==> src/tmr_chan_pkg.sv <==
// Purpose: Constants and carriers for the timer channel capture and output-flag control.
// Assumes: One channel per instance, 16-bit register port, word addresses.
// Notes:   Offsets, fields and reset values are named here once.
package tmr_chan_pkg;

	// Register word addresses
	localparam logic [3:0] ADDR_CTRL       = 4'h0;
	localparam logic [3:0] ADDR_CAPTURE    = 4'h1;
	localparam logic [3:0] ADDR_IRQ_STATUS = 4'h2;
	localparam logic [3:0] ADDR_IRQ_CLEAR  = 4'h3;
	localparam logic [3:0] ADDR_IRQ_ENABLE = 4'h4;

	// Control register field positions
	localparam int BIT_EDGE_FLAG   = 11;
	localparam int BIT_IN_INVERT   = 9;
	localparam int BIT_IN_LEVEL    = 8;
	localparam int BIT_CAPTURE_VALUE_REGISTER_HI     = 7;
	localparam int BIT_CAPTURE_VALUE_REGISTER_LO     = 6;
	localparam int BIT_BROADCAST   = 5;
	localparam int BIT_SIB_FORCE   = 4;
	localparam int BIT_FORCE_LEVEL = 3;
	localparam int BIT_FORCE       = 2;
	localparam int BIT_OUT_INVERT  = 1;
	localparam int BIT_DRIVE_EN    = 0;

	// Interrupt status bit positions
	localparam int IRQ_EDGE    = 0;
	localparam int IRQ_SIBLING = 1;
	localparam int IRQ_W       = 2;

	// Capture mode codes
	typedef enum logic [1:0] {
		CAPTURE_VALUE_REGISTER_OFF     = 2'h0,
		CAPTURE_VALUE_REGISTER_RISING  = 2'h1,
		CAPTURE_VALUE_REGISTER_FALLING = 2'h2,
		CAPTURE_VALUE_REGISTER_BOTH    = 2'h3
	} capture_value_register_mode_e;

	localparam logic [2:0] COUNT_MODE_STOP = 3'h0;
	localparam logic [IRQ_W-1:0] IRQ_RESET = 2'h0;

	// Software-held control fields
	typedef struct packed {
		logic       in_invert;
		capture_value_register_mode_e capture_value_register_mode;
		logic       broadcast_en;
		logic       sibling_force_en;
		logic       forced_level;
		logic       out_invert;
		logic       drive_en;
	} chan_ctrl_s;

	localparam chan_ctrl_s CTRL_RESET = '{1'b0, CAPTURE_VALUE_REGISTER_OFF, 1'b0, 1'b0, 1'b0, 1'b0, 1'b0};

	// Register port request
	typedef struct packed {
		logic [3:0]  addr;
		logic [15:0] wdata;
		logic        wr;
		logic        rd;
	} reg_req_s;

endpackage

==> src/capture_edge_detect.sv <==
// Purpose: Edge qualification of the polarity-adjusted capture input.
// Assumes: Input is synchronous to the system clock.
// Notes:   Pulse output is combinational, one cycle per qualifying edge.
module capture_edge_detect
	import tmr_chan_pkg::*;
(
	// Clock and reset
	input  wire logic                     i_clk_sys,
	input  wire logic                     i_reset_n,
	// Input and mode
	input  wire logic                     i_level,
	input  wire tmr_chan_pkg::capture_value_register_mode_e i_mode,
	// Result
	output logic                          o_edge
);
	import tmr_chan_pkg::*;

	logic level_prev_ff;

	// Previous level for edge detection
	always_ff @(posedge i_clk_sys or negedge i_reset_n)
	begin
		if (!i_reset_n)
			level_prev_ff <= 1'b0;
		else
			level_prev_ff <= i_level;
	end

	wire rise = i_level & ~level_prev_ff;
	wire fall = ~i_level & level_prev_ff;

	// Mode selects which edges qualify
	assign o_edge = (i_mode == CAPTURE_VALUE_REGISTER_RISING)  ? rise :
	                (i_mode == CAPTURE_VALUE_REGISTER_FALLING) ? fall :
	                (i_mode == CAPTURE_VALUE_REGISTER_BOTH)    ? (rise | fall) : 1'b0;

endmodule // capture_edge_detect

==> src/tmr_chan_ctrl.sv <==
// Purpose: Capture mode, compare broadcast, sibling and software flag force, output polarity and pin drive.
// Assumes: Pin and sibling inputs synchronous to i_clk_sys; counter value supplied by the count logic.
// Notes:   Software force wins over sibling force, which wins over counter updates of the flag.
//
// The placing of the registers and strobed register access are this design's own decisions.
module tmr_chan_ctrl
	import tmr_chan_pkg::*;
#(
	parameter int CNT_W    = 16,
	parameter int N_SRC    = 4,
	parameter int SRC_W    = 2,
	parameter int OWN_PIN  = 0
)
(
	// Clock and reset
	input  wire logic                       i_clk_sys,
	input  wire logic                       i_reset_n,
	// Register port
	input  wire tmr_chan_pkg::reg_req_s     i_reg,
	output logic [15:0]                     o_rdata,
	// Counter side
	input  wire logic [CNT_W-1:0]           i_count_value,
	input  wire logic [2:0]                 i_count_mode,
	input  wire logic                       i_compare,
	input  wire logic                       i_flag_update,
	input  wire logic                       i_flag_value,
	input  wire logic [SRC_W-1:0]           i_sec_src_sel,
	// Sibling channels
	input  wire logic                       i_sibling_cmp,
	output logic                            o_broadcast_cmp,
	// External pins
	input  wire logic [N_SRC-1:0]           i_pin_in,
	output logic                            o_pin_out,
	output logic                            o_pin_oe_n,
	// Status outputs
	output logic                            o_timer_output_signal,
	output logic                            o_input_edge_event,
	output logic [CNT_W-1:0]                o_capture_value,
	output logic                            o_irq
);
	import tmr_chan_pkg::*;

	chan_ctrl_s        ctrl_ff;
	chan_ctrl_s        nxt_ctrl;
	logic              edge_flag_ff;
	logic              flag_ff;
	logic              nxt_flag;
	logic [CNT_W-1:0]  capture_value_register_ff;
	logic [IRQ_W-1:0]  irq_stat_ff;
	logic [IRQ_W-1:0]  irq_en_ff;
	logic [15:0]       rdata_ff;
	logic [15:0]       nxt_rdata;
	logic              pin_out_ff;
	logic              pin_oe_n_ff;
	logic              bcast_ff;
	logic              irq_ff;
	logic              edge_q;

	// Register decode
	wire wr_ctrl  = i_reg.wr && (i_reg.addr == ADDR_CTRL);
	wire wr_clear = i_reg.wr && (i_reg.addr == ADDR_IRQ_CLEAR);
	wire wr_en    = i_reg.wr && (i_reg.addr == ADDR_IRQ_ENABLE);
	wire rd_any   = i_reg.rd;

	// Polarity-adjusted flag as it leaves the channel
	wire flag_out = flag_ff ^ ctrl_ff.out_invert;

	// Selected secondary input, own driven value seen when driving
	wire src_raw  = (int'(i_sec_src_sel) == OWN_PIN && ctrl_ff.drive_en)
	              ? flag_out : i_pin_in[i_sec_src_sel];
	wire src_adj  = src_raw ^ ctrl_ff.in_invert;

	capture_edge_detect u_edge (
		.i_clk_sys (i_clk_sys),
		.i_reset_n (i_reset_n),
		.i_level   (src_adj),
		.i_mode    (ctrl_ff.capture_value_register_mode),
		.o_edge    (edge_q)
	);

	// Edge flag and flag force qualification
	wire edge_set  = edge_q && (i_count_mode != COUNT_MODE_STOP);
	wire edge_clr  = wr_ctrl && !i_reg.wdata[BIT_EDGE_FLAG];
	wire sib_force = i_sibling_cmp && ctrl_ff.sibling_force_en;
	wire sw_force  = wr_ctrl && i_reg.wdata[BIT_FORCE];

	// Control fields from a control write
	always_comb
	begin
		nxt_ctrl = ctrl_ff;
		if (wr_ctrl)
		begin
			nxt_ctrl.in_invert        = i_reg.wdata[BIT_IN_INVERT];
			nxt_ctrl.capture_value_register_mode        = capture_value_register_mode_e'(i_reg.wdata[BIT_CAPTURE_VALUE_REGISTER_HI:BIT_CAPTURE_VALUE_REGISTER_LO]);
			nxt_ctrl.broadcast_en     = i_reg.wdata[BIT_BROADCAST];
			nxt_ctrl.sibling_force_en = i_reg.wdata[BIT_SIB_FORCE];
			nxt_ctrl.forced_level     = i_reg.wdata[BIT_FORCE_LEVEL];
			nxt_ctrl.out_invert       = i_reg.wdata[BIT_OUT_INVERT];
			nxt_ctrl.drive_en         = i_reg.wdata[BIT_DRIVE_EN];
		end
	end

	// Flag priority: software force, sibling force, counter update
	always_comb
	begin
		nxt_flag = flag_ff;
		if (sw_force)
			nxt_flag = i_reg.wdata[BIT_FORCE_LEVEL];
		else if (sib_force)
			nxt_flag = ctrl_ff.forced_level;
		else if (i_flag_update)
			nxt_flag = i_flag_value;
	end

	// Read mux, force bit always zero
	always_comb
	begin
		nxt_rdata = 16'h0000;
		if (rd_any)
		begin
			case (i_reg.addr)
				ADDR_CTRL:
				begin
					nxt_rdata[BIT_EDGE_FLAG]           = edge_flag_ff;
					nxt_rdata[BIT_IN_INVERT]           = ctrl_ff.in_invert;
					nxt_rdata[BIT_IN_LEVEL]            = src_adj;
					nxt_rdata[BIT_CAPTURE_VALUE_REGISTER_HI:BIT_CAPTURE_VALUE_REGISTER_LO] = ctrl_ff.capture_value_register_mode;
					nxt_rdata[BIT_BROADCAST]           = ctrl_ff.broadcast_en;
					nxt_rdata[BIT_SIB_FORCE]           = ctrl_ff.sibling_force_en;
					nxt_rdata[BIT_FORCE_LEVEL]         = ctrl_ff.forced_level;
					nxt_rdata[BIT_FORCE]               = 1'b0;
					nxt_rdata[BIT_OUT_INVERT]          = ctrl_ff.out_invert;
					nxt_rdata[BIT_DRIVE_EN]            = ctrl_ff.drive_en;
				end
				ADDR_CAPTURE:    nxt_rdata[CNT_W-1:0] = capture_value_register_ff;
				ADDR_IRQ_STATUS: nxt_rdata[IRQ_W-1:0] = irq_stat_ff;
				ADDR_IRQ_ENABLE: nxt_rdata[IRQ_W-1:0] = irq_en_ff;
				default:         nxt_rdata = 16'h0000;
			endcase
		end
	end

	// Interrupt events, set wins over clear
	wire [IRQ_W-1:0] irq_evt = {sib_force, edge_set};
	wire [IRQ_W-1:0] irq_clr = wr_clear ? i_reg.wdata[IRQ_W-1:0] : IRQ_RESET;
	wire [IRQ_W-1:0] nxt_irq_stat = (irq_stat_ff & ~irq_clr) | irq_evt;

	// Control and flag state
	always_ff @(posedge i_clk_sys or negedge i_reset_n)
	begin
		if (!i_reset_n)
		begin
			ctrl_ff      <= CTRL_RESET;
			flag_ff      <= 1'b0;
			edge_flag_ff <= 1'b0;
		end
		else
		begin
			ctrl_ff      <= nxt_ctrl;
			flag_ff      <= nxt_flag;
			edge_flag_ff <= edge_set | (edge_flag_ff & ~edge_clr);
		end
	end

	// Capture register
	always_ff @(posedge i_clk_sys or negedge i_reset_n)
	begin
		if (!i_reset_n)
			capture_value_register_ff <= '0;
		else if (edge_q)
			capture_value_register_ff <= i_count_value;
	end

	// Interrupt registers
	always_ff @(posedge i_clk_sys or negedge i_reset_n)
	begin
		if (!i_reset_n)
		begin
			irq_stat_ff <= IRQ_RESET;
			irq_en_ff   <= IRQ_RESET;
			irq_ff      <= 1'b0;
		end
		else
		begin
			irq_stat_ff <= nxt_irq_stat;
			irq_en_ff   <= wr_en ? i_reg.wdata[IRQ_W-1:0] : irq_en_ff;
			irq_ff      <= |(irq_stat_ff & irq_en_ff);
		end
	end

	// Pin, broadcast and read data outputs
	always_ff @(posedge i_clk_sys or negedge i_reset_n)
	begin
		if (!i_reset_n)
		begin
			pin_out_ff  <= 1'b0;
			pin_oe_n_ff <= 1'b1;
			bcast_ff    <= 1'b0;
			rdata_ff    <= 16'h0000;
		end
		else
		begin
			pin_out_ff  <= nxt_flag ^ nxt_ctrl.out_invert;
			pin_oe_n_ff <= ~nxt_ctrl.drive_en;
			bcast_ff    <= i_compare & ctrl_ff.broadcast_en;
			rdata_ff    <= nxt_rdata;
		end
	end

	assign o_rdata               = rdata_ff;
	assign o_pin_out             = pin_out_ff;
	assign o_pin_oe_n            = pin_oe_n_ff;
	assign o_broadcast_cmp       = bcast_ff;
	assign o_timer_output_signal = flag_ff;
	assign o_input_edge_event    = edge_flag_ff;
	assign o_capture_value       = capture_value_register_ff;
	assign o_irq                 = irq_ff;

endmodule // tmr_chan_ctrl

==> config.mk <==
export PLATFORM = sky130hd
export DESIGN_NAME = tmr_chan_ctrl
export DESIGN_NICKNAME = d
export VERILOG_FILES = /design/src/tmr_chan_pkg.sv /design/src/capture_edge_detect.sv /design/src/tmr_chan_ctrl.sv
export SDC_FILE = /design/constraint.sdc
export NUM_CORES = 1
export LEC_CHECK = 0
export BUFFER_PORTS_ARGS = -buffer_cell sky130_fd_sc_hd__buf_2
export CAP_MARGIN = 30
export CORE_ASPECT_RATIO = 1.5
export CORE_MARGIN = 1.5
export CORE_UTILIZATION = 45
export DETAILED_ROUTE_END_ITERATION = 8
export PLACE_DENSITY = 0.76
export SLEW_MARGIN = 10
export SYNTH_ARGS = -nofsm -noshare
export SYNTH_HDL_FRONTEND = slang
export SYNTH_SLANG_ARGS = --single-unit
export TNS_END_PERCENT = 100
==> constraint.sdc <==
create_clock -name i_clk_sys -period 2.5 [get_ports i_clk_sys]
set_input_delay 0.125 -clock i_clk_sys [delete_from_list [all_inputs] [get_ports i_clk_sys]]
set_output_delay 0.125 -clock i_clk_sys [all_outputs]
set_load 0.02 [all_outputs]
# [Word level (Yosys, flattened, before mapping)]
# Index checks and enable logic that the tools add are counted.
[totals] wordCells=73 in_bits=53 out_inout_bits=38 regBits=51
[op_classes] magnitude_cmp=1 n_mux=17 n_eq_ne=7 bitwise_logic=17 reduce_logical=13
[op_table] op="two-way mux 16 bit" count=1
[op_table] op="one-hot mux 8 bit (2 select lines)" count=1
[op_table] op="two-way mux 1 bit" count=9
[op_table] op="== test 4 x 2 -> 1 bit (second input constant)" count=2
[op_table] op="logical AND 1 bit" count=8
[op_table] op="one-hot mux 2 bit (4 select lines)" count=1
[op_table] op="bitwise AND 1 bit" count=4
[op_table] op="bitwise AND 2 bit" count=2
[op_table] op="== test 2 bit (second input constant)" count=2
[op_table] op="== test 4 x 1 -> 1 bit (second input constant)" count=1
[op_table] op="== test 4 x 3 -> 1 bit (second input constant)" count=1
[op_table] op="logical NOT 4 bit" count=1
[op_table] op="two-way mux 2 bit" count=2
[op_table] op="two-way mux 4 bit" count=1
[op_table] op="inverter 1 bit" count=4
[op_table] op="less-than comparator 2 x 3 -> 1 bit (second input constant)" count=1
[op_table] op="nonzero test 3 bit" count=1
[op_table] op="XOR 1 bit" count=3
[op_table] op="binary-select mux 1 bit (select 2 bit)" count=1
[op_table] op="== test 2 x 1 -> 1 bit (second input constant)" count=1
[op_table] op="logical NOT 2 bit" count=1
[op_table] op="inverter 2 bit" count=1
[op_table] op="OR 1 bit" count=2
[op_table] op="OR 2 bit" count=1
[op_table] op="other kinds (3)" count=3

# [Logic depth before layout (Yosys ltp)]
# Gate-level depths: netlist (run 1).
[logic_depth] ltp_word=12 ltp_mapped=7 depth_no_buf=5

# [Modules after synthesis]
# From an unflattened synthesis (run 1), not the netlist that was laid out.
[unflattened] hier_cells=160 area_unflattened_um2=2123.3
[by_module_without_submodules] mod="tmr_chan_ctrl" instances=1 area_each_um2=2039.5 cells_per_inst=150 seq_area_each_um2=1252.5
[by_module_without_submodules] mod="capture_edge_detect" instances=1 area_each_um2=83.8 cells_per_inst=10 seq_area_each_um2=25.0

# [Worst setup path before layout (run 1)]
# Ideal clock, no wire load.
[synth_path] path_kind="reg2reg" start="reg flag_ff (netlist: o_timer_output_signal)" end="reg capture_value_register_ff[10] (netlist: o_capture_value[10])" setup_time_ns=0.125 period_less_slack_ns=2.226 t_arrival_ns=2.101 path_slack_ns=0.274 stages_incl_launch_ff=7 path_cell_list="dfrtp_1 xor3_1 nor4b_2 a311oi_4 mux2i_4 buf_6 mux2_4"
[synth_between] elab_chain_len=9 elab_cells_between_ends=10
[synth_lines] element="start, declared" line="tmr_chan_ctrl.sv:46" rtl="logic flag_ff;"
[synth_lines] element="start signal, assigned" line="tmr_chan_ctrl.sv:160" rtl="flag_ff <= nxt_flag;"
[synth_lines] element="XOR 1 bit (*)" line="tmr_chan_ctrl.sv:66" rtl="wire flag_out = flag_ff ^ ctrl_ff.out_invert;"
[synth_lines] element="two-way mux 1 bit (*)" line="tmr_chan_ctrl.sv:70" rtl="? flag_out : i_pin_in[i_sec_src_sel];"
[synth_lines] element="XOR 1 bit (*)" line="tmr_chan_ctrl.sv:71" rtl="wire src_adj = src_raw ^ ctrl_ff.in_invert;"
[synth_lines] element="via src_adj" line="tmr_chan_ctrl.sv:71"
[synth_lines] element="inverter 1 bit" line="capture_edge_detect.sv:30" rtl="wire fall = ~i_level & level_prev_ff;"
[synth_lines] element="bitwise AND 1 bit" line="capture_edge_detect.sv:30"
[synth_lines] element="OR 1 bit" line="capture_edge_detect.sv:35" rtl="(i_mode == CAPTURE_VALUE_REGISTER_BOTH) ? (rise | fall) : 1'b0;"
[synth_lines] element="two-way mux 1 bit" line="capture_edge_detect.sv:35"
[synth_lines] element="two-way mux 1 bit" line="capture_edge_detect.sv:34" rtl="(i_mode == CAPTURE_VALUE_REGISTER_FALLING) ? fall :"
[synth_lines] element="two-way mux 1 bit (*)" line="capture_edge_detect.sv:33" rtl="assign o_edge = (i_mode == CAPTURE_VALUE_REGISTER_RISING) ? rise :"
[synth_lines] element="end signal, assigned" line="tmr_chan_ctrl.sv:171" rtl="capture_value_register_ff <= i_count_value;"
[synth_lines] element="end, declared" line="tmr_chan_ctrl.sv:48" rtl="logic [CNT_W-1:0] capture_value_register_ff;"
# Mark *: on every way through the listed nets, which the timed path passes. The rest lies on a longest branch.
# A chain may end at the register's enable or synchronous reset.

# [Final worst setup path (run 1)]
[layout_path] start="reg ctrl_ff[7] (netlist name)" end="reg capture_value_register_ff[14] (netlist: o_capture_value[14])"
[layout_between] elab_chain_len=7 elab_cells_between_ends=8
[layout_lines] element="start, declared" line="tmr_chan_ctrl.sv:43" rtl="chan_ctrl_s ctrl_ff;"
[layout_lines] element="start signal, assigned" line="tmr_chan_ctrl.sv:159" rtl="ctrl_ff <= nxt_ctrl;"
[layout_lines] element="XOR 1 bit (*)" line="tmr_chan_ctrl.sv:71"
[layout_lines] element="via src_adj" line="tmr_chan_ctrl.sv:71"
[layout_lines] element="inverter 1 bit" line="capture_edge_detect.sv:30"
[layout_lines] element="bitwise AND 1 bit" line="capture_edge_detect.sv:30"
[layout_lines] element="OR 1 bit" line="capture_edge_detect.sv:35"
[layout_lines] element="two-way mux 1 bit" line="capture_edge_detect.sv:35"
[layout_lines] element="two-way mux 1 bit" line="capture_edge_detect.sv:34"
[layout_lines] element="two-way mux 1 bit (*)" line="capture_edge_detect.sv:33"
# Marks and branches as above.

==> results.toml, run 1 <==
[cells_and_area]
area_growth_pct = 28.9
nets = 318
drive_gt1_frac = 0.455
antenna_cells = 0
most-common-layout-cells = "84 x buf_2, 50 x dfrtp_1, 27 x nand2_1"
final_common_cell = "buf_2"
fin_util = 0.597
nFillCells = 440

[setup_path]
path_buf_inv = 1
path_delay_family = "multiplexers"
crit_chain = "xor3_1, nor4b_2, a311oi_4, mux2i_4, buf_12, mux2_2"
critPathMaxFanout = 18
rr_worst_depth = 6
crit_type = "register to register"
regToRegStartpoint = "ctrl_ff[7]$_DFFE_PN0N_"
r2r-end = "o_capture_value[14]$_DFFE_PN0P_"
startpoint = "ctrl_ff[7]$_DFFE_PN0N_"
endpoint = "o_capture_value[14]$_DFFE_PN0P_"
end_kind = "register"
arrival_ns = 2.46
start_kind = "register"
cp_slowest_cell = "dfrtp_1"
cp.depth = 6
required_ns = 2.68
regToRegSetupSlack_ns = 0.23
max_stage_delay_ns = 0.47

[placed_design]
portBuffers = 84
routabilityCongestion = 0.730
dpl.hpwl_um = 3480
place_ws_ns = 0.229

[floorplanning]
die_area_sq_um = 5350
std_cell_rows = 31
initial_core_util = 0.463
die_x_um = 60.2
coreArea_sq_um = 4770
chipHeight_um = 88.8
pin_count = 91

[clocking]
clk_latency_ns = 0.30
clk_pin_slew_worst_paths_ns = 0.09
hold_buffers = 1
cts_buffers = 5
clock-sinks = 51
cts_tree = "built"
cts_setup_buffers = 0
cts_buffer_depth = 2
cts_max_level = 2
clock-root-buffer = "clkbuf_8"
cts_resized = 0

[global_routing]
grtUsageTotal = 0.185
grt_overflow_total = 0
grt_pass1_wl_um = 7260
antenna_found_initial = 0
grt_max_degree = 28
grt_pass1_vias = 1580

[synthesis]
ys_seq_area_frac = 0.578
synth_edf_count = 0
syn_area_sq_um = 2210
synth_top_area_frac = 0.566
yosysWarnings = 0
synth_nets = 229
async_flop_share = 1.00
ys_ff_latch = 51
synth_area_leaders = "dfrtp_1 57%, mux2i_1 6.3%, mux2_4 5.4%"
synth_cell_type_count = 39
synthCells = 176
synthFlopType = "dfrtp_1"
synth_top_area_cell = "dfrtp_1"
syn_area_per_cell_sq_um = 12.6

[detailed_routing]
drt_iter0_drc = 45
routed_via_density = 4.95
ant_nets = 0
wl_per_cell_um = 13.9
drc_errors = 0
routed_wl_um = 4620
vias = 1645
dr.pass1.iters = 4

[power_and_ir_drop]
cellPowerDensity_nw_per_um2 = 941
leakagePower_nw = 1.50
total_power_w = 0.00268
irDropWorstVdd_mv = 0.517

[timing]
hold_viol_final = 0
setup_slack_ns = 0.225
slew_violations = 0
max_freq_mhz = 440
clock-skew-final_ns = 0.0110
period_minus_slack_ns = 2.27
worst_pin_slew_ns = 0.796
tns_ns = 0
maxSlewHeadroom = 0.462
setup_viol = 0
min_period_over_period = 0.910
rsz0062_at_grt = "false"
hold_slack_ns = 0.00932

[min_path]
worst_hold_path_type = "input pin to register"

[status]
outcome = "finished, final reports clean"

[job]
maxCapViolCount = 0
Yosys cell counts, types with 2 or more instances:
library cell,n
inv_1,4
nor2_1,13
mux2i_1,14
nand3_1,2
clkbuf_1,5
mux2_4,8
mux2_2,10
a22oi_1,2
a22o_1,2
and3_1,7
o21a_1,2
nor4_1,2
dfrtp_1,50
nor3_1,3
nor2b_1,2
nand2_1,27
area by class of cell:
type / count / area, sq um / share of cell area
Clock inverter: 2 / 35.0 / 0.0123
Multi-Input combinational cell: 115 / 887 / 0.312
Timing Repair Buffer: 88 / 468 / 0.164
Sequential cell: 51 / 1280 / 0.449
Inverter: 4 / 15.0 / 0.00527
Tap cell: 66 / 82.6 / 0.0290
Clock buffer: 6 / 82.6 / 0.0290
state kept, by name, indices dropped and copies added, names as in the netlist, 2 cells and up:
signal / flops
o_capture_value: 16
o_rdata: 16
ctrl_ff: 8
irq_en_ff: 2
irq_stat_ff: 2
kinds of logic after synthesis:
logic type,after synthesis,share of synthesized area
and+or+nand+nor,65,0.144
AOI/OAI and AO/OA,15,0.0634
muxes,33,0.179
DFF,51,0.578
xor gates and xnor gates,2,0.0147
buffers and inverters,10,0.0204
per-layer routing:
metal | global-route usage | up-vias | routed length [um]
met2 | 0.321 | 49 | 2460
li1 | - | 796 | -
met3 | 0.0424 | 7 | 216
met4 | 0.0667 | 0 | 69
met1 | 0.219 | 793 | 1870
met5 | 0 | - | 0
stage by stage:
stage          instance area [sq um]  std cells
3_5_place_dp                    2710        322
5_1_grt                         2850        332
3_3_place_gp                    2710        322
4_1_cts                         2840        331
6_report                        2850        332
2_1_floorplan                   2210        176
how the worst min path moves through the flow:
stage | to | cells after the start | slack, ns | from
after global routing | ctrl_ff[7]$_DFFE_PN0N_ | 3 | 0.01 | i_reg[11]
after floorplan | ctrl_ff[0]$_DFF_PN0_ | 0 | -0.17 | i_reset_n
after global placement | o_capture_value[7]$_DFFE_PN0P_ | 1 | 0.15 | i_reset_n
after detailed placement | o_capture_value[7]$_DFFE_PN0P_ | 1 | 0.15 | i_reset_n
after CTS | ctrl_ff[5]$_DFFE_PN0N_ | 3 | 0.003 | i_reg[8]
final | ctrl_ff[3]$_DFFE_PN0N_ | 3 | 0.009 | i_reg[6]
worst min-delay path: stages:
cell,delay [ns]
buf_2,0.08
nand2_1,0.04
nand2_1,0.04
power by group:
part / switching, W / total [W] / internal (W)
combinational: 0.000464 / 0.000901 / 0.000437
sequential: 0.000152 / 0.00119 / 0.00104
clock: 0.000264 / 0.000588 / 0.000324
(Power assumes the default switching activity.)
==> run 2, diff against run 1 <==
--- a/config.mk
+++ b/config.mk
@@ -11,6 +11,7 @@
 export CORE_MARGIN = 1.5
 export CORE_UTILIZATION = 45
 export DETAILED_ROUTE_END_ITERATION = 8
+export MAX_ROUTING_LAYER = met4
 export PLACE_DENSITY = 0.76
 export SLEW_MARGIN = 10
 export SYNTH_ARGS = -nofsm -noshare
==> results.toml, run 2 (synthesis results as in run 1) <==
[status]
outcome = "finished, final reports clean"

[timing]
hold_viol_final = 0
rsz0062_at_grt = "false"
clock-skew-final_ns = 0.0101
hold_slack_ns = 0.00939
period_minus_slack_ns = 2.27
worst_pin_slew_ns = 0.796
min_period_over_period = 0.909
slew_violations = 0
max_freq_mhz = 440
maxSlewHeadroom = 0.462
tns_ns = 0
setup_viol = 0

[cells_and_area]
antenna_cells = 0
fin_util = 0.597
drive_gt1_frac = 0.455
most-common-layout-cells = "84 x buf_2, 50 x dfrtp_1, 27 x nand2_1"
nets = 318
fin_cells = 332
nFillCells = 440
area_growth_pct = 28.9
fin_area_sq_um = 2850
final_common_cell = "buf_2"

[power_and_ir_drop]
power.share.switching = 0.328
p_comb_frac = 0.337
cellPowerDensity_nw_per_um2 = 941
p_clk_frac = 0.219
p_switching_w = 0.000880
p_seq_frac = 0.444
irDropWorstVdd_mv = 0.517
p_int_w = 0.00180
leakagePower_nw = 1.50

[global_routing]
antenna_found_initial = 0
grt_pass1_vias = 1578
grt_pass1_wl_um = 7270
grt_overflow_total = 0
grt_max_degree = 28
grtUsageTotal = 0.190

[clocking]
cts_resized = 0
cts_setup_buffers = 0
hold_buffers = 1
clock-sinks = 51
clk_pin_slew_worst_paths_ns = 0.09
cts_buffer_depth = 2
cts_max_level = 2
cts_tree = "built"
cts_buffers = 5
clk_latency_ns = 0.30
clock-root-buffer = "clkbuf_8"

[detailed_routing]
wl_per_cell_um = 13.9
drc_errors = 0
ant_nets = 0
vias = 1639
dr.pass1.iters = 4
routed_via_density = 4.94
routed_wl_um = 4620
drt_iter0_drc = 47

[placed_design]
portBuffers = 84
routabilityCongestion = 0.739
place_inst = 322
dpl_cell_area_sq_um = 2710
dpl.hpwl_um = 3480

[floorplanning]
die_area_sq_um = 5350
coreArea_sq_um = 4770
initial_core_util = 0.463
die_x_um = 60.2
chipHeight_um = 88.8
std_cell_rows = 31
pin_count = 91

[setup_path]
crit_type = "register to register"
end_kind = "register"
cp_slowest_cell = "dfrtp_1"
critPathMaxFanout = 18
start_kind = "register"
required_ns = 2.68
max_stage_delay_ns = 0.47
arrival_ns = 2.46
crit_chain = "xor3_1, nor4b_2, a311oi_4, mux2i_4, buf_12, mux2_2"

[min_path]
worst_hold_path_type = "input pin to register"

[job]
maxCapViolCount = 0
==> run 2: worst paths after layout <==
check / startpoint / depth (start not counted) / slack, ns / to
setup / recovery: ctrl_ff[7]$_DFFE_PN0N_ / 6 / 0.23 / o_capture_value[14]$_DFFE_PN0P_
hold / removal: i_reg[6] / 3 / 0.009 / ctrl_ff[3]$_DFFE_PN0N_
setup reg to reg: ctrl_ff[7]$_DFFE_PN0N_ / 6 / 0.23 / o_capture_value[14]$_DFFE_PN0P_
hold reg to reg: ctrl_ff[4]$_DFFE_PN0N_ / 2 / 0.51 / ctrl_ff[4]$_DFFE_PN0N_
max in group asynchronous: i_reset_n / 3 / 1.33 / o_pin_oe_n$_DFF_PN1_
min in group asynchronous: i_reset_n / 2 / 0.36 / o_capture_value[7]$_DFFE_PN0P_
==> run 2: through the flow <==
stage,power [W],setup WS [ns]
finish,0.00268,0.227
global route,0.00283,0.0701
CTS,0.00271,0.207
detailed placement,0.00212,0.229
global placement,0.00209,0.274
floorplan,0.00180,0.274
==> run 2: critical path, delay by kind of cell, from the launching register on <==
family | cells | cell delay (ns)
AOI/OAI and AO/OA | 1 | 0.09
xor gates and xnor gates | 1 | 0.46
buffers and inverters | 1 | 0.20
DFF | 1 | 0.47
muxes | 2 | 0.57
and+or+nand+nor | 1 | 0.35
==> run 2: cell type report <==
class                           count  area [sq um]  area share
Clock buffer                        6          82.6      0.0290
Multi-Input combinational cell    115           887       0.312
Timing Repair Buffer               88           468       0.164
Tap cell                           66          82.6      0.0290
Sequential cell                    51          1280       0.449
Clock inverter                      2          35.0      0.0123
Inverter                            4          15.0     0.00527
==> run 2: power groups by stage <==
stage / clock network, W / registers [W] / logic (W)
2_1_floorplan: 0 / 0.00139 / 0.000407
3_3_place_gp: 0 / 0.00120 / 0.000890
3_5_place_dp: 0 / 0.00121 / 0.000909
4_1_cts: 0.000601 / 0.00119 / 0.000912
5_1_grt: 0.000626 / 0.00122 / 0.000978
6_report: 0.000587 / 0.00119 / 0.000902
==> run 2: layer usage <==
metal  track usage  vias up  share of wire
li1              -      795              -
met1         0.220      792           0.41
met2         0.321       45           0.53
met3        0.0395        7          0.043
met4        0.0667        0          0.015
met5             -        -              0
==> run 3, diff against run 2 <==
--- a/config.mk
+++ b/config.mk
@@ -9,10 +9,9 @@
 export CAP_MARGIN = 30
 export CORE_ASPECT_RATIO = 1.5
 export CORE_MARGIN = 1.5
-export CORE_UTILIZATION = 45
+export CORE_UTILIZATION = 47
 export DETAILED_ROUTE_END_ITERATION = 8
-export MAX_ROUTING_LAYER = met4
-export PLACE_DENSITY = 0.76
+export PLACE_DENSITY = 0.77
 export SLEW_MARGIN = 10
 export SYNTH_ARGS = -nofsm -noshare
 export SYNTH_HDL_FRONTEND = slang
==> results.toml, run 3 (synthesis results as in run 1) <==
[floorplanning]
die_area_sq_um = 5130
std_cell_rows = 30
chipHeight_um = 87.0
initial_core_util = 0.491
pin_count = 91
coreArea_sq_um = 4500
die_x_um = 59.0

[detailed_routing]
route.met2.wl_um = 2400
drt_iter0_drc = 21
vias = 1649
wl_per_cell_um = 14.3
ant_nets = 0
routed_wl_um = 4500
wl_met3_um = 170
routed_via_density = 5.25
wl_met1_um = 1840
top_layer_used = "met4"
dr.pass1.iters = 4
drc_errors = 0

[timing]
worst_pin_slew_ns = 0.851
tns_ns = 0
min_period_over_period = 0.917
clock-skew-final_ns = 0.0146
max_freq_mhz = 436
rsz0062_at_grt = "false"
slew_violations = 0
hold_viol_final = 0
setup_viol = 0
setup_slack_ns = 0.208
maxSlewHeadroom = 0.425
period_minus_slack_ns = 2.29

[power_and_ir_drop]
cellPowerDensity_nw_per_um2 = 927
leakagePower_nw = 1.49
p_clk_frac = 0.192
p_switching_w = 0.000894
power.share.switching = 0.344
total_power_w = 0.00260
p_int_w = 0.00170
irDropWorstVdd_mv = 0.467
p_seq_frac = 0.459
p_comb_frac = 0.349

[global_routing]
grtUsageTotal = 0.197
grt_pass1_wl_um = 7520
grt_overflow_total = 0
antenna_found_initial = 0
grt_max_degree = 28
grt_pass1_vias = 1611

[setup_path]
rr_worst_depth = 6
regToRegSetupSlack_ns = 0.21
crit_chain = "xor3_1, nor4b_2, a311oi_4, mux2i_4, buf_12, mux2_2"
critPathMaxFanout = 14
cp_slowest_cell = "xor3_1"
max_stage_delay_ns = 0.47
required_ns = 2.69
regToRegStartpoint = "ctrl_ff[7]$_DFFE_PN0N_"
crit_type = "register to register"
start_kind = "register"
r2r-end = "o_capture_value[1]$_DFFE_PN0P_"
path_delay_family = "multiplexers"
path_buf_inv = 1
arrival_ns = 2.48
end_kind = "register"

[cells_and_area]
drive_gt1_frac = 0.459
regArea_sq_um = 1280
nFillCells = 412
fin_cells = 314
multi_input_comb_area_sq_um = 887
fin_area_sq_um = 2800
nets = 318
most-common-layout-cells = "84 x buf_2, 50 x dfrtp_1, 27 x nand2_1"
antenna_cells = 0
final_common_cell = "buf_2"
area_growth_pct = 26.9

[clocking]
cts_tree = "built"
cts_max_level = 2
cts_buffer_depth = 2
clock-root-buffer = "clkbuf_8"
clk_pin_slew_worst_paths_ns = 0.08
cts_buffers = 5
clock-sinks = 51
clk_latency_ns = 0.31
cts_resized = 0

[placed_design]
dpl.hpwl_um = 3420
dpl_cell_area_sq_um = 2700
routabilityCongestion = 0.770
place_ws_ns = 0.233
portBuffers = 84
place_inst = 305

[min_path]
min_from = "i_reg[6]"
hold_depth = 3
worst_hold_path_type = "input pin to register"
hold_end = "ctrl_ff[3]$_DFFE_PN0N_"

[job]
maxCapViolCount = 0

[status]
outcome = "finished, final reports clean"
==> run 3: worst min-delay path, stage by stage <==
cell and delay [ns]:
buf_2 0.07, nand2_1 0.04, nand2_1 0.04
==> run 3: per-stage QoR <==
step / hold WS [ns] / utilization
2_1_floorplan: -0.171 / -
3_3_place_gp: 0.125 / 0.598
3_5_place_dp: 0.133 / 0.598
4_1_cts: 0.00264 / 0.623
5_1_grt: 0.0191 / 0.623
6_report: 0.00917 / 0.623
==> run 3: power groups by stage <==
stage	Combinational (W)	Clock, W	Sequential (W)
2_1_floorplan	0.000407	0	0.00139
3_3_place_gp	0.000892	0	0.00120
3_5_place_dp	0.000912	0	0.00121
4_1_cts	0.000917	0.000509	0.00120
5_1_grt	0.000984	0.000542	0.00123
6_report	0.000908	0.000498	0.00119
==> run 3: worst max-delay path by stage <==
stage	startpoint	to	slack, ns	depth (start not counted)
after floorplan	o_timer_output_signal$_DFF_PN0_	o_capture_value[10]$_DFFE_PN0P_	0.27	6
after global placement	ctrl_ff[7]$_DFFE_PN0N_	o_capture_value[0]$_DFFE_PN0P_	0.30	6
after detailed placement	ctrl_ff[7]$_DFFE_PN0N_	o_capture_value[13]$_DFFE_PN0P_	0.23	6
after CTS	ctrl_ff[7]$_DFFE_PN0N_	o_capture_value[1]$_DFFE_PN0P_	0.18	6
after global routing	ctrl_ff[7]$_DFFE_PN0N_	o_capture_value[1]$_DFFE_PN0P_	0.07	6
final	ctrl_ff[7]$_DFFE_PN0N_	o_capture_value[1]$_DFFE_PN0P_	0.21	6
==> run 3: cell type report <==
class | instances | area share
sequential | 51 | 0.456
tap | 48 | 0.0214
clock inverter | 2 | 0.00580
multi-input combinational | 115 | 0.316
clock buffer | 6 | 0.0295
timing repair buffer | 88 | 0.166
inverter | 4 | 0.00535
==> run 3: metal layers <==
| metal | GRT usage | up-vias |
|---|---|---|
| met5 | 0 | - |
| met4 | 0.101 | 0 |
| met1 | 0.243 | 796 |
| met3 | 0.0238 | 8 |
| met2 | 0.332 | 54 |
| li1 | - | 791 |
==> run 3: repair_timing <==
item                      4_1_cts  5_1_grt
hold buffers                    1        0
hold endpoints to repair       24        0
buffers inserted                0        0
